**config.mk**
```make
export PLATFORM = sky130hd
export DESIGN_NAME = jtag_tap_mbist_controller
export DESIGN_NICKNAME = d
export VERILOG_FILES = /design/src/bist_sequencer.v /design/src/jtag_tap_mbist_controller.v
export VERILOG_INCLUDE_DIRS = /design/src
export SDC_FILE = /design/constraint.sdc
export NUM_CORES = 2
export LEC_CHECK = 0
export ABC_AREA = 1
export BUFFER_PORTS_ARGS = -buffer_cell sky130_fd_sc_hd__buf_2
export CAP_MARGIN = 10
export CORE_AREA = 2 2 345 347
export CTS_CLUSTER_SIZE = 8
export DETAILED_ROUTE_END_ITERATION = 10
export DIE_AREA = 0 0 347 349
export GPL_TIMING_DRIVEN = 0
export PLACE_DENSITY = 0.66
export SETUP_SLACK_MARGIN = 0.4
export SYNTH_ARGS = -nofsm -noshare
export SYNTH_HDL_FRONTEND = slang
export SYNTH_SLANG_ARGS = --single-unit
```
**constraint.sdc**
```tcl
create_clock -name mclk -period 3.27 [get_ports mclk]
set_input_delay 0.1635 -clock mclk [delete_from_list [all_inputs] [get_ports mclk]]
set_output_delay 0.1635 -clock mclk [all_outputs]
set_load 0.005 [all_outputs]
```
**src/tap_bist_defines.vh**
```
// constants for the test access port and memory self-test sequencer
// assumes inclusion by bare name from the design files
`ifndef TAP_BIST_DEFINES_VH
`define TAP_BIST_DEFINES_VH
`define IR_W 4
`define OP_EXTEST 4'h0
`define OP_SAMPLE 4'h1
`define OP_RESULT_SCAN 4'h2
`define OP_MODE_SCAN 4'h3
`define OP_CLAMP 4'h5
`define OP_FLOAT 4'h6
`define OP_IDENT 4'h7
`define OP_RUN_BIST 4'h8
`define OP_BYPASS 4'hF
`define ID_W 32
`define BSR_W 392
`define RES_W 25
`define PKT_W 100
`define MODE_W 2
`define MODE_GONOGO 2'h0
`define MODE_DEBUG 2'h1
`define PKT_DONE_BIT 2
`define ST_W 6
`define ST_MOVI_ZEROS 6'h01
`define ST_MOVI_1_UP 6'h03
`define ST_MOVI_0_UP 6'h02
`define ST_MOVI_1_DN 6'h06
`define ST_MOVI_0_DN 6'h07
`define ST_MOVI_READ 6'h05
`define ST_MARCH_FILL_ZERO_STATE 6'h04
`define ST_MAR2_1_UP 6'h0C
`define ST_MAR2_0_UP 6'h0D
`define ST_MAR2_1_DN 6'h0F
`define ST_MAR2_0_DN 6'h0E
`define ST_MARCH_FINAL_READ_STATE 6'h0A
`define ST_CHKR_W 6'h0B
`define ST_CHKR_R 6'h09
`define ST_NCHKR_W 6'h08
`define ST_NCHKR_R 6'h18
`define ST_UA_ZEROS 6'h19
`define ST_UA_WRITE 6'h1B
`define ST_UA_READ 6'h1A
`define ST_UA_ONES 6'h1E
`define ST_UA_NWRITE 6'h1F
`define ST_UA_NREAD 6'h1D
`define ST_COMPLETE 6'h32
`define ADDR_W 16
`endif

```
**src/bist_sequencer.v**
```verilog
// memory self-test sequencer: walks the algorithm states over the address space
// assumes self_test_clock already sampled into mclk domain as a one-cycle step pulse
`timescale 1ns/1ps
`include "tap_bist_defines.vh"
module bist_sequencer (
  input wire mclk, // system clock
  input wire sys_rst, // synchronous reset
  input wire start, // one-cycle start pulse
  input wire step, // one memory operation slot per pulse
  output reg [5:0] state_r, // current state code
  output reg [15:0] addr_r, // current address
  output reg [1:0] writer_r, // writing port minus one
  output reg busy_r, // sequence running
  output reg done_r // completion reached
);
  reg [1:0] phase_r; // sub-step: read, write, read
  reg [5:0] state_nxt; // next state code
  reg [1:0] writer_nxt; // next writer
  wire down; // descending address order
  wire three_op; // read-write-read element
  // descending passes; also picks the start address of the next state
  function is_down;
    input [5:0] s;
    begin
      is_down = (s == `ST_MOVI_1_DN) || (s == `ST_MOVI_0_DN) ||
                (s == `ST_MAR2_1_DN) || (s == `ST_MAR2_0_DN);
    end
  endfunction
  assign down = is_down(state_r);
  assign three_op = (state_r == `ST_MOVI_1_UP) || (state_r == `ST_MOVI_0_UP) || down ||
                    (state_r == `ST_MAR2_1_UP) || (state_r == `ST_MAR2_0_UP);
  // successor of each state; unique-address steps loop over ports 2..4
  always @*
  begin
    state_nxt = state_r;
    writer_nxt = writer_r;
    case (state_r)
      `ST_MOVI_ZEROS: state_nxt = `ST_MOVI_1_UP;
      `ST_MOVI_1_UP: state_nxt = `ST_MOVI_0_UP;
      `ST_MOVI_0_UP: state_nxt = `ST_MOVI_1_DN;
      `ST_MOVI_1_DN: state_nxt = `ST_MOVI_0_DN;
      `ST_MOVI_0_DN: state_nxt = `ST_MOVI_READ;
      `ST_MOVI_READ: state_nxt = `ST_MARCH_FILL_ZERO_STATE;
      `ST_MARCH_FILL_ZERO_STATE: state_nxt = `ST_MAR2_1_UP;
      `ST_MAR2_1_UP: state_nxt = `ST_MAR2_0_UP;
      `ST_MAR2_0_UP: state_nxt = `ST_MAR2_1_DN;
      `ST_MAR2_1_DN: state_nxt = `ST_MAR2_0_DN;
      `ST_MAR2_0_DN: state_nxt = `ST_MARCH_FINAL_READ_STATE;
      `ST_MARCH_FINAL_READ_STATE: state_nxt = `ST_CHKR_W;
      `ST_CHKR_W: state_nxt = `ST_CHKR_R;
      `ST_CHKR_R: state_nxt = `ST_NCHKR_W;
      `ST_NCHKR_W: state_nxt = `ST_NCHKR_R;
      `ST_NCHKR_R:
      begin
        state_nxt = `ST_UA_ZEROS;
        writer_nxt = 2'h1;
      end
      `ST_UA_ZEROS: state_nxt = `ST_UA_WRITE;
      `ST_UA_WRITE: state_nxt = `ST_UA_READ;
      `ST_UA_READ: state_nxt = `ST_UA_ONES;
      `ST_UA_ONES: state_nxt = `ST_UA_NWRITE;
      `ST_UA_NWRITE: state_nxt = `ST_UA_NREAD;
      `ST_UA_NREAD:
      begin
        // same codes repeat for ports 3 and 4, then completion
        if (writer_r == 2'h3)
          state_nxt = `ST_COMPLETE;
        else
        begin
          state_nxt = `ST_UA_ZEROS;
          writer_nxt = writer_r + 2'h1;
        end
      end
      default: state_nxt = `ST_COMPLETE;
    endcase
  end
  // one step per address, three in read-write-read states; a state ends after the last address
  always @(posedge mclk)
  begin
    if (sys_rst)
    begin
      state_r <= `ST_MOVI_ZEROS;
      addr_r <= 16'h0000;
      writer_r <= 2'h0;
      phase_r <= 2'h0;
      busy_r <= 1'b0;
      done_r <= 1'b0;
    end
    else if (start)
    begin
      state_r <= `ST_MOVI_ZEROS;
      addr_r <= 16'h0000;
      writer_r <= 2'h0;
      phase_r <= 2'h0;
      busy_r <= 1'b1;
      done_r <= 1'b0;
    end
    else if (busy_r && step)
    begin
      if (three_op && phase_r != 2'h2)
        phase_r <= phase_r + 2'h1; // read, write, read at one address
      else
      begin
        phase_r <= 2'h0;
        if (addr_r == (down ? 16'h0000 : 16'hFFFF))
        begin
          state_r <= state_nxt;
          writer_r <= writer_nxt;
          // every downward pass must begin at the top, or it ends after one address
          addr_r <= is_down(state_nxt) ? 16'hFFFF : 16'h0000;
          if (state_nxt == `ST_COMPLETE)
          begin
            busy_r <= 1'b0; // extra clocks after this change nothing
            done_r <= 1'b1;
          end
        end
        else
          addr_r <= down ? addr_r - 16'h0001 : addr_r + 16'h0001;
      end
    end
  end
endmodule // bist_sequencer

```
**src/jtag_tap_mbist_controller.v**
```verilog
// test access port: state machine, instruction decode, scan registers, self-test glue
// assumes tck, tms, tdi, self_test_clock arrive asynchronously and are sampled on mclk
`timescale 1ns/1ps
`include "tap_bist_defines.vh"
// Notes on behaviour
// - code 0111 selects loaded 32-bit identification register
// - identity fields version, part, vendor fixed
// - identification bit zero always reads one
// - code 0000 captures pins, selects 392-bit ring
// - code 0001 captures pins, selects boundary ring
// - code 1111 selects 1-bit bypass register
// - code 0110 bypass path, all outputs floated
// - code 0101 drives held boundary values, bypass
// - code 1000 starts self-test, 100-bit packet
// - code 0010 selects 25-bit result register
// - code 0011 selects 2-bit mode register
// - mode 00 go/no-go, 01 debug
// - sequencer starts at 000001, port 1 zeros
// - 000011 ascends, read0 write1 read1
// - then 000010, 000110, 000111, 000101
// - march states 000100 through 001010 in order
// - checkerboard 001011, 001001, 001000, 011000
// - unique-address six steps for port 2
// - repeat for ports 3, 4; then 110010
// - result bit zero is fail flag
// - mode register resets to 00
// - identification instruction loaded at test-logic-reset
// - packet bit 2 is test-done flag
module jtag_tap_mbist_controller (
  input wire mclk, // system clock, 100 MHz
  input wire sys_rst, // synchronous reset, active high
  input wire tck, // test clock pin
  input wire tms, // mode select pin
  input wire tdi, // serial data in pin
  input wire self_test_clock, // self-test clock pin
  input wire [391:0] pin_ring, // sampled pin states for capture
  input wire [71:0] cmp_fail, // per-bit comparator fails, four ports
  input wire cmp_valid, // comparator result valid this cycle
  output reg tdo, // serial data out
  output reg tdo_en_n, // low while tdo is driven
  output reg [391:0] bsr_hold_r, // boundary update stage
  output wire bsr_drive, // outputs follow boundary hold
  output wire float_outputs, // force functional outputs high-z
  output wire [5:0] bist_state, // sequencer state code
  output wire [15:0] bist_addr, // sequencer address
  output wire [1:0] bist_writer // writing port minus one
);
  parameter [3:0] ID_VERSION = 4'h2; // arbitrary identity value
  parameter [15:0] ID_PART = 16'h1234; // arbitrary identity value
  parameter [10:0] ID_VENDOR = 11'h055; // arbitrary identity value
  localparam [3:0] S_RESET = 4'h0, S_IDLE = 4'h1, S_SEL_DR = 4'h2, S_CAP_DR = 4'h3;
  localparam [3:0] S_SH_DR = 4'h4, S_EX1_DR = 4'h5, S_PA_DR = 4'h6, S_EX2_DR = 4'h7;
  localparam [3:0] S_UP_DR = 4'h8, S_SEL_IR = 4'h9, S_CAP_IR = 4'hA, S_SH_IR = 4'hB;
  localparam [3:0] S_EX1_IR = 4'hC, S_PA_IR = 4'hD, S_EX2_IR = 4'hE, S_UP_IR = 4'hF;
  // register-path selector
  localparam [2:0] P_BYP = 3'h0, P_ID = 3'h1, P_BSR = 3'h2, P_RES = 3'h3;
  localparam [2:0] P_MODE = 3'h4, P_PKT = 3'h5;

  // map instruction to serial path; reserved codes fall to bypass
  function [2:0] path_of;
    input [3:0] op;
    begin
      case (op)
        `OP_IDENT: path_of = P_ID;
        `OP_EXTEST: path_of = P_BSR;
        `OP_SAMPLE: path_of = P_BSR;
        `OP_RUN_BIST: path_of = P_PKT;
        `OP_RESULT_SCAN: path_of = P_RES;
        `OP_MODE_SCAN: path_of = P_MODE;
        default: path_of = P_BYP; // bypass, float, clamp and reserved
      endcase
    end
  endfunction

  reg [2:0] tck_s_r; // tck synchroniser plus history
  reg [1:0] tms_s_r; // tms synchroniser
  reg [1:0] tdi_s_r; // tdi synchroniser
  reg [2:0] stc_s_r; // self-test clock synchroniser plus history
  wire tck_rise; // test clock rising edge
  wire tck_fall; // test clock falling edge
  wire stc_rise; // self-test clock rising edge
  reg [3:0] tap_r; // tap state
  reg [3:0] tap_nxt; // next tap state
  reg [3:0] ir_r; // instruction register
  reg [3:0] ir_sh_r; // instruction shift stage
  reg byp_r; // bypass register
  reg [31:0] id_sh_r; // identification shift stage
  reg [391:0] bsr_sh_r; // boundary shift stage
  reg [24:0] res_r; // result register
  reg [24:0] res_sh_r; // result shift stage
  reg [1:0] mode_r; // bist mode register
  reg [1:0] mode_sh_r; // mode shift stage
  reg [99:0] pkt_r; // latest failure packet
  reg [99:0] pkt_sh_r; // packet shift stage
  reg [15:0] skip_r; // failures already reported since reset; kept across runs
  reg [15:0] seen_r; // failures seen in this run
  reg start_r; // start pulse to sequencer
  reg armed_r; // self-test instruction awaiting idle
  wire seq_busy; // sequencer running
  wire seq_done; // sequencer finished
  wire [2:0] path; // current serial path
  wire scan_out; // bit presented to tdo
  wire fail_now; // a failing read this cycle
  wire [31:0] id_word; // identity constant

  assign path = path_of(ir_r);
  assign float_outputs = (ir_r == `OP_FLOAT);
  assign bsr_drive = (ir_r == `OP_EXTEST) || (ir_r == `OP_CLAMP);
  assign id_word = {ID_VERSION, ID_PART, ID_VENDOR, 1'b1};
  assign fail_now = cmp_valid && seq_busy && (|cmp_fail);

  // synchronisers; only the second stage onward is looked at
  always @(posedge mclk)
  begin
    if (sys_rst)
    begin
      tck_s_r <= 3'h0;
      tms_s_r <= 2'h0;
      tdi_s_r <= 2'h0;
      stc_s_r <= 3'h0;
    end
    else
    begin
      tck_s_r <= {tck_s_r[1:0], tck};
      tms_s_r <= {tms_s_r[0], tms};
      tdi_s_r <= {tdi_s_r[0], tdi};
      stc_s_r <= {stc_s_r[1:0], self_test_clock};
    end
  end
  assign tck_rise = tck_s_r[1] && !tck_s_r[2];
  assign tck_fall = !tck_s_r[1] && tck_s_r[2];
  assign stc_rise = stc_s_r[1] && !stc_s_r[2];

  // standard sixteen-state tap walk on tms
  always @*
  begin
    case (tap_r)
      S_RESET: tap_nxt = tms_s_r[1] ? S_RESET : S_IDLE;
      S_IDLE: tap_nxt = tms_s_r[1] ? S_SEL_DR : S_IDLE;
      S_SEL_DR: tap_nxt = tms_s_r[1] ? S_SEL_IR : S_CAP_DR;
      S_CAP_DR: tap_nxt = tms_s_r[1] ? S_EX1_DR : S_SH_DR;
      S_SH_DR: tap_nxt = tms_s_r[1] ? S_EX1_DR : S_SH_DR;
      S_EX1_DR: tap_nxt = tms_s_r[1] ? S_UP_DR : S_PA_DR;
      S_PA_DR: tap_nxt = tms_s_r[1] ? S_EX2_DR : S_PA_DR;
      S_EX2_DR: tap_nxt = tms_s_r[1] ? S_UP_DR : S_SH_DR;
      S_UP_DR: tap_nxt = tms_s_r[1] ? S_SEL_DR : S_IDLE;
      S_SEL_IR: tap_nxt = tms_s_r[1] ? S_RESET : S_CAP_IR;
      S_CAP_IR: tap_nxt = tms_s_r[1] ? S_EX1_IR : S_SH_IR;
      S_SH_IR: tap_nxt = tms_s_r[1] ? S_EX1_IR : S_SH_IR;
      S_EX1_IR: tap_nxt = tms_s_r[1] ? S_UP_IR : S_PA_IR;
      S_PA_IR: tap_nxt = tms_s_r[1] ? S_EX2_IR : S_PA_IR;
      S_EX2_IR: tap_nxt = tms_s_r[1] ? S_UP_IR : S_SH_IR;
      S_UP_IR: tap_nxt = tms_s_r[1] ? S_SEL_DR : S_IDLE;
      default: tap_nxt = S_RESET;
    endcase
  end

  // tap state, instruction and shift stages advance on test clock rise
  always @(posedge mclk)
  begin
    if (sys_rst)
    begin
      tap_r <= S_RESET;
      ir_r <= `OP_IDENT;
      ir_sh_r <= 4'h0;
      byp_r <= 1'b0;
      id_sh_r <= 32'h0;
      bsr_sh_r <= {392{1'b0}};
      bsr_hold_r <= {392{1'b0}};
      res_sh_r <= 25'h0;
      mode_r <= `MODE_GONOGO;
      mode_sh_r <= 2'h0;
      pkt_sh_r <= 100'h0;
      armed_r <= 1'b0;
      start_r <= 1'b0;
    end
    else
    begin
      start_r <= 1'b0;
      if (tck_rise)
      begin
        tap_r <= tap_nxt;
        case (tap_r)
          S_RESET: ir_r <= `OP_IDENT;
          S_IDLE:
          begin
            // test starts once idle is reached; a fresh load restarts a stalled run
            if (armed_r)
            begin
              start_r <= 1'b1;
              armed_r <= 1'b0;
            end
          end
          S_CAP_IR: ir_sh_r <= 4'h1;
          S_SH_IR: ir_sh_r <= {tdi_s_r[1], ir_sh_r[3:1]};
          S_UP_IR:
          begin
            ir_r <= ir_sh_r; // codes outside the nine defined act as bypass
            armed_r <= (ir_sh_r == `OP_RUN_BIST);
          end
          S_CAP_DR:
          begin
            byp_r <= 1'b0;
            id_sh_r <= id_word;
            if (path == P_BSR)
              bsr_sh_r <= pin_ring;
            res_sh_r <= res_r;
            mode_sh_r <= mode_r;
            pkt_sh_r <= pkt_r;
          end
          S_SH_DR:
          begin
            case (path)
              P_ID: id_sh_r <= {tdi_s_r[1], id_sh_r[31:1]};
              P_BSR: bsr_sh_r <= {tdi_s_r[1], bsr_sh_r[391:1]};
              P_RES: res_sh_r <= {tdi_s_r[1], res_sh_r[24:1]};
              P_MODE: mode_sh_r <= {tdi_s_r[1], mode_sh_r[1]};
              P_PKT: pkt_sh_r <= {tdi_s_r[1], pkt_sh_r[99:1]};
              default: byp_r <= tdi_s_r[1];
            endcase
          end
          S_UP_DR:
          begin
            if (path == P_BSR)
              bsr_hold_r <= bsr_sh_r;
            // reserved mode values are ignored, keeping the last legal mode
            if (path == P_MODE && !mode_sh_r[1])
              mode_r <= mode_sh_r;
          end
          default: ;
        endcase
      end
    end
  end

  // tdo changes only on the test clock's falling edge
  assign scan_out = (tap_r == S_SH_IR) ? ir_sh_r[0] :
                    (path == P_ID) ? id_sh_r[0] :
                    (path == P_BSR) ? bsr_sh_r[0] :
                    (path == P_RES) ? res_sh_r[0] :
                    (path == P_MODE) ? mode_sh_r[0] :
                    (path == P_PKT) ? pkt_sh_r[0] : byp_r;
  always @(posedge mclk)
  begin
    if (sys_rst)
    begin
      tdo <= 1'b0;
      tdo_en_n <= 1'b1;
    end
    else if (tck_fall)
    begin
      tdo <= scan_out;
      tdo_en_n <= !((tap_r == S_SH_DR) || (tap_r == S_SH_IR));
    end
  end

  // result counting and debug packet capture
  always @(posedge mclk)
  begin
    if (sys_rst)
    begin
      res_r <= 25'h0;
      pkt_r <= 100'h0;
      skip_r <= 16'h0;
      seen_r <= 16'h0;
    end
    else if (start_r)
    begin
      res_r <= 25'h0;
      seen_r <= 16'h0;
      // a fresh debug run marks not-done until the sequencer completes with no failure left unsent
      pkt_r <= 100'h0;
    end
    else
    begin
      if (fail_now)
      begin
        // count lives in bits 24:1, fail flag in bit 0
        res_r <= {res_r[24:1] + 24'h000001, 1'b1};
        seen_r <= seen_r + 16'h0001;
        // debug mode reports the first failure not yet shown and each later one; the packet keeps the last
        if (mode_r == `MODE_DEBUG && seen_r == skip_r)
        begin
          pkt_r <= {2'h3, cmp_fail, bist_addr, bist_state, 1'b0, 1'b0, 2'h3};
          skip_r <= skip_r + 16'h0001;
        end
      end
      if (seq_done && mode_r == `MODE_DEBUG && seen_r <= skip_r)
        pkt_r[`PKT_DONE_BIT] <= 1'b1; // last failure already sent
    end
  end

  bist_sequencer u_seq (
    .mclk(mclk),
    .sys_rst(sys_rst),
    .start(start_r),
    .step(stc_rise),
    .state_r(bist_state),
    .addr_r(bist_addr),
    .writer_r(bist_writer),
    .busy_r(seq_busy),
    .done_r(seq_done)
  );
endmodule // jtag_tap_mbist_controller

```
==> impl_results.md <==
* Status: complete, no violations
* Total gr overflow at 0
* Hold WC Path Type: input pin to flip-flop
* RePlAce Congestion at between 0.9 and 1
* Worst-margin pin slew at about 1.1 ns
* Leading area contributor after synthesis: dfxtp_1
* Startpoint type of the worst setup path: input pin
* Number of port buffers at around 890
* CTS Sinks at ~1.2k
* Starting DRT DRC Count at about 4.3k
* Min cycle time layout at about 2.7 ns
* #FFs+latches synth at about 1.2k
* Via count at ~51k
* Placed Instances at about 8.9k
* IO Pins at 891
* CP required at roughly 4.0 ns
* CP Cell Sequence: dlygate4sd3_1, buf_2, nor2_1, nand2_1, nor2_1, nand2_1, nor2_1, nand3_1, nand2_1, inv_1, clkbuf_1, buf_2, o21ai_0, a21oi_1
* Layout fillers at ~11k
* Via/cell ratio at between 5 and 6
* CP max FO at 10
* Post-route setup slack at around 0.53 ns
* All-Layer GR Usage at 0.287
* Initial antenna violation count at 21
* Internal power at 23.8 mW
* Ratio of final minimum period to clock period at 0.837
* Utilization after layout at 0.559
* Aggregate routed wire length at ~180000 microns
* Max-slew headroom at 0.259
* Pleak at 26.7 nW
* Switch share at 0.227
* Endpoint type of the worst setup path: flip-flop
* Clock share of power at 0.494
* Critical Path AT at about 3.4 ns
* MaxCap Viol Count at 0
* YS warnings at 0
* Final cell count without fillers at 9568
* Leading post-synthesis cells by cell area: dfxtp_1 46%, a21oi_1 10%, o21ai_0 8.2%, nand2_1 7.2%, o21a_1 5.9%
* Synth Area per Inst at 7.74 sq um
* # DRC at 0
* Synth Instances at 6447
* Post-route ant nets at 0
* Critical path class: input pin to flip-flop
* Peak VDD IR at between 0.4 and 0.5 mV
* Clock transition at the registers of the reported paths at approximately 0.05 ns
* Height of the die at between 300 and 400 microns
* Achievable Freq at between 300 and 400 MHz
* Die width at 347 microns
* RSZ-0062 raised after global routing: yes
* Largest net degree at the start of global routing at 17
* Num rows at 126
* TritonCTS clock tree: yes
* Fin. max-slew vios at 0
* Crit-path slowest cell: clkbuf_1
* Leading cell types in the layout, fill and taps excluded: 1151 x dfxtp_1, 1068 x buf_2, 1005 x a21oi_1, 962 x nand2_1, 813 x o21ai_0
* Die area at around 0.12 sq mm
* Nets at approximately 8.5k
* Sequential area share after synthesis at 0.462
* Core area at between 0.1 and 0.15 sq mm
* Final hold viol count at 0
* Netlist Area Pre-Place at 0.0499 sq mm
* Max H-tree Level at 4
* Starting density of the core at 0.425
* Worst slack, placed at -0.284 ns
* Clock tree buffer depth at 3
* DR pass1 iterations at 7
* Post-DR wirelength/cell at roughly 19 microns
* Unique masters post-synth at 43
* Psw at 6.99 mW
* Total clock buffers created by CTS at 163
* Clk_skew at roughly 0.028 ns
* DP HPWL at roughly 130000 microns
* Combinational power share at 0.048
* PwrDens at ~470 mW/mm^2
* Area Growth Syn to Fin at 31.7%
* Layout cell share with drive strength beyond 1 at 0.202
* Post-synth top area share at 0.462
* Vias in the first global route at 50.1k
* First-pass GRT wire length at approximately 280000 microns
* Final hold slack at ~0.19 ns
* Design Power at approximately 31 mW
* Root buffer cell: clkbuf_16
* CP max stage delay at about 0.78 ns
* Setup violations, final at 0
* Commonest non-fill, non-tap cell in the layout: dfxtp_1
* Clock Latency Late Sink at between 0.7 and 0.8 ns
* Syn nets at about 7.0k
* Seq pwr share at 0.458
==> power groups by stage <==
stage	Clock [mW]	Sequential (mW)	Combinational, mW
after floorplan	0	14.4	0.439
after global placement	0	14.4	1.00
after detailed placement	0	14.4	1.00
after CTS	15.5	14.1	1.46
after global routing	16.0	14.1	1.60
final	15.2	14.1	1.49
==> state kept, by name (all words and copies together) (netlist names), 3 cells and up <==
signal and count:
bsr_hold_r 392, bsr_sh_r 392, id_sh_r 32, ir_r 4, ir_sh_r 4, pkt_r 96
pkt_sh_r 100, res_r 25, res_sh_r 25, seen_r 16, skip_r 16, stc_s_r 3
tap_r 4, tck_s_r 3, u_seq.addr_r 16, u_seq.state_r 6
==> cell usage after synthesis, drive strengths merged <==
master and count:
nor4 4, fa 1, o2111ai 3, nor3b 1
xor2 38, nand4 42, nand2 966, o22ai 2
a21oi 1276, nand3 169, o2111a 1, inv 528
clkbuf 240, a31oi 2, o21ai 947, or2 2
nor2 286, and3 1, o31ai 2, o21bai 3
xnor2 11, o21a 392, nor3 48, a21boi 1
a211oi 4, and2 1, dfxtp 1153, a21o 2
o211ai 10, ha 35, buf 271, a2111oi 1
nand3b 4
==> final timing paths <==
| kind | cells after the start | startpoint | slack [ns] | endpoint |
|---|---|---|---|---|
| min reg2reg | 2 | stc_s_r[1]$_SDFF_PP0_ | 0.43 | stc_s_r[2]$_SDFF_PP0_ |
| min | 4 | tms | 0.19 | tms_s_r[0]$_SDFF_PP0_ |
| max | 14 | cmp_fail[55] | 0.53 | res_r[8]$_SDFFE_PP0P_ |
| max reg2reg | 15 | u_seq.state_r[1]$_SDFFE_PP0P_ | 0.56 | u_seq.busy_r$_SDFFE_PP0P_ |
==> area by class of cell <==
cell class	instances	area [sq um]	area share
diodes	20	50.0	0.000762
plain buffers	511	2480	0.0377
clock buffers	171	4180	0.0637
clock inverters	14	245	0.00373
inverters	528	1990	0.0302
multi-input cells	4255	22400	0.341
flip-flops and latches	1153	23100	0.351
well taps	1536	1920	0.0292
repair buffers	1380	9340	0.142
==> critical path: cells and delay by family <==
family	cells	cell delay, ns
buf+inv	5	2.07
simple gates	7	0.84
compound gates	2	0.30
==> routing by layer <==
| layer | up-vias | wire length, microns | track usage |
|---|---|---|---|
| met5 | - | 0 | 0 |
| met4 | 0 | 10700 | 0.163 |
| met3 | 589 | 12400 | 0.0598 |
| met2 | 2009 | 84200 | 0.475 |
| met1 | 24125 | 74300 | 0.346 |
| li1 | 24673 | - | - |
==> what timing repair did <==
item	CTS	global route
resized for setup	7	19
buffers inserted	3	17
endpoints found under the hold margin	474	0
hold buffers	469	0
pin swaps	1	6
setup endpoints to repair	128	234
==> per-stage QoR <==
step           area [sq um]  TNS [ns]
6_report              65700         0
2_1_floorplan         49900         0
3_3_place_gp          56300     -3.56
4_1_cts               65500         0
3_5_place_dp          56300     -2.99
5_1_grt               65700         0
==> cell families after synthesis <==
group	share of synthesized area
buffers and inverters	0.0891
DFF	0.462
and+or+nand+nor	0.124
adders and majority gates	0.00918
AOI/OAI and AO/OA	0.307
xor gates and xnor gates	0.00860
Note: power is estimated with default switching activity, not from simulation.
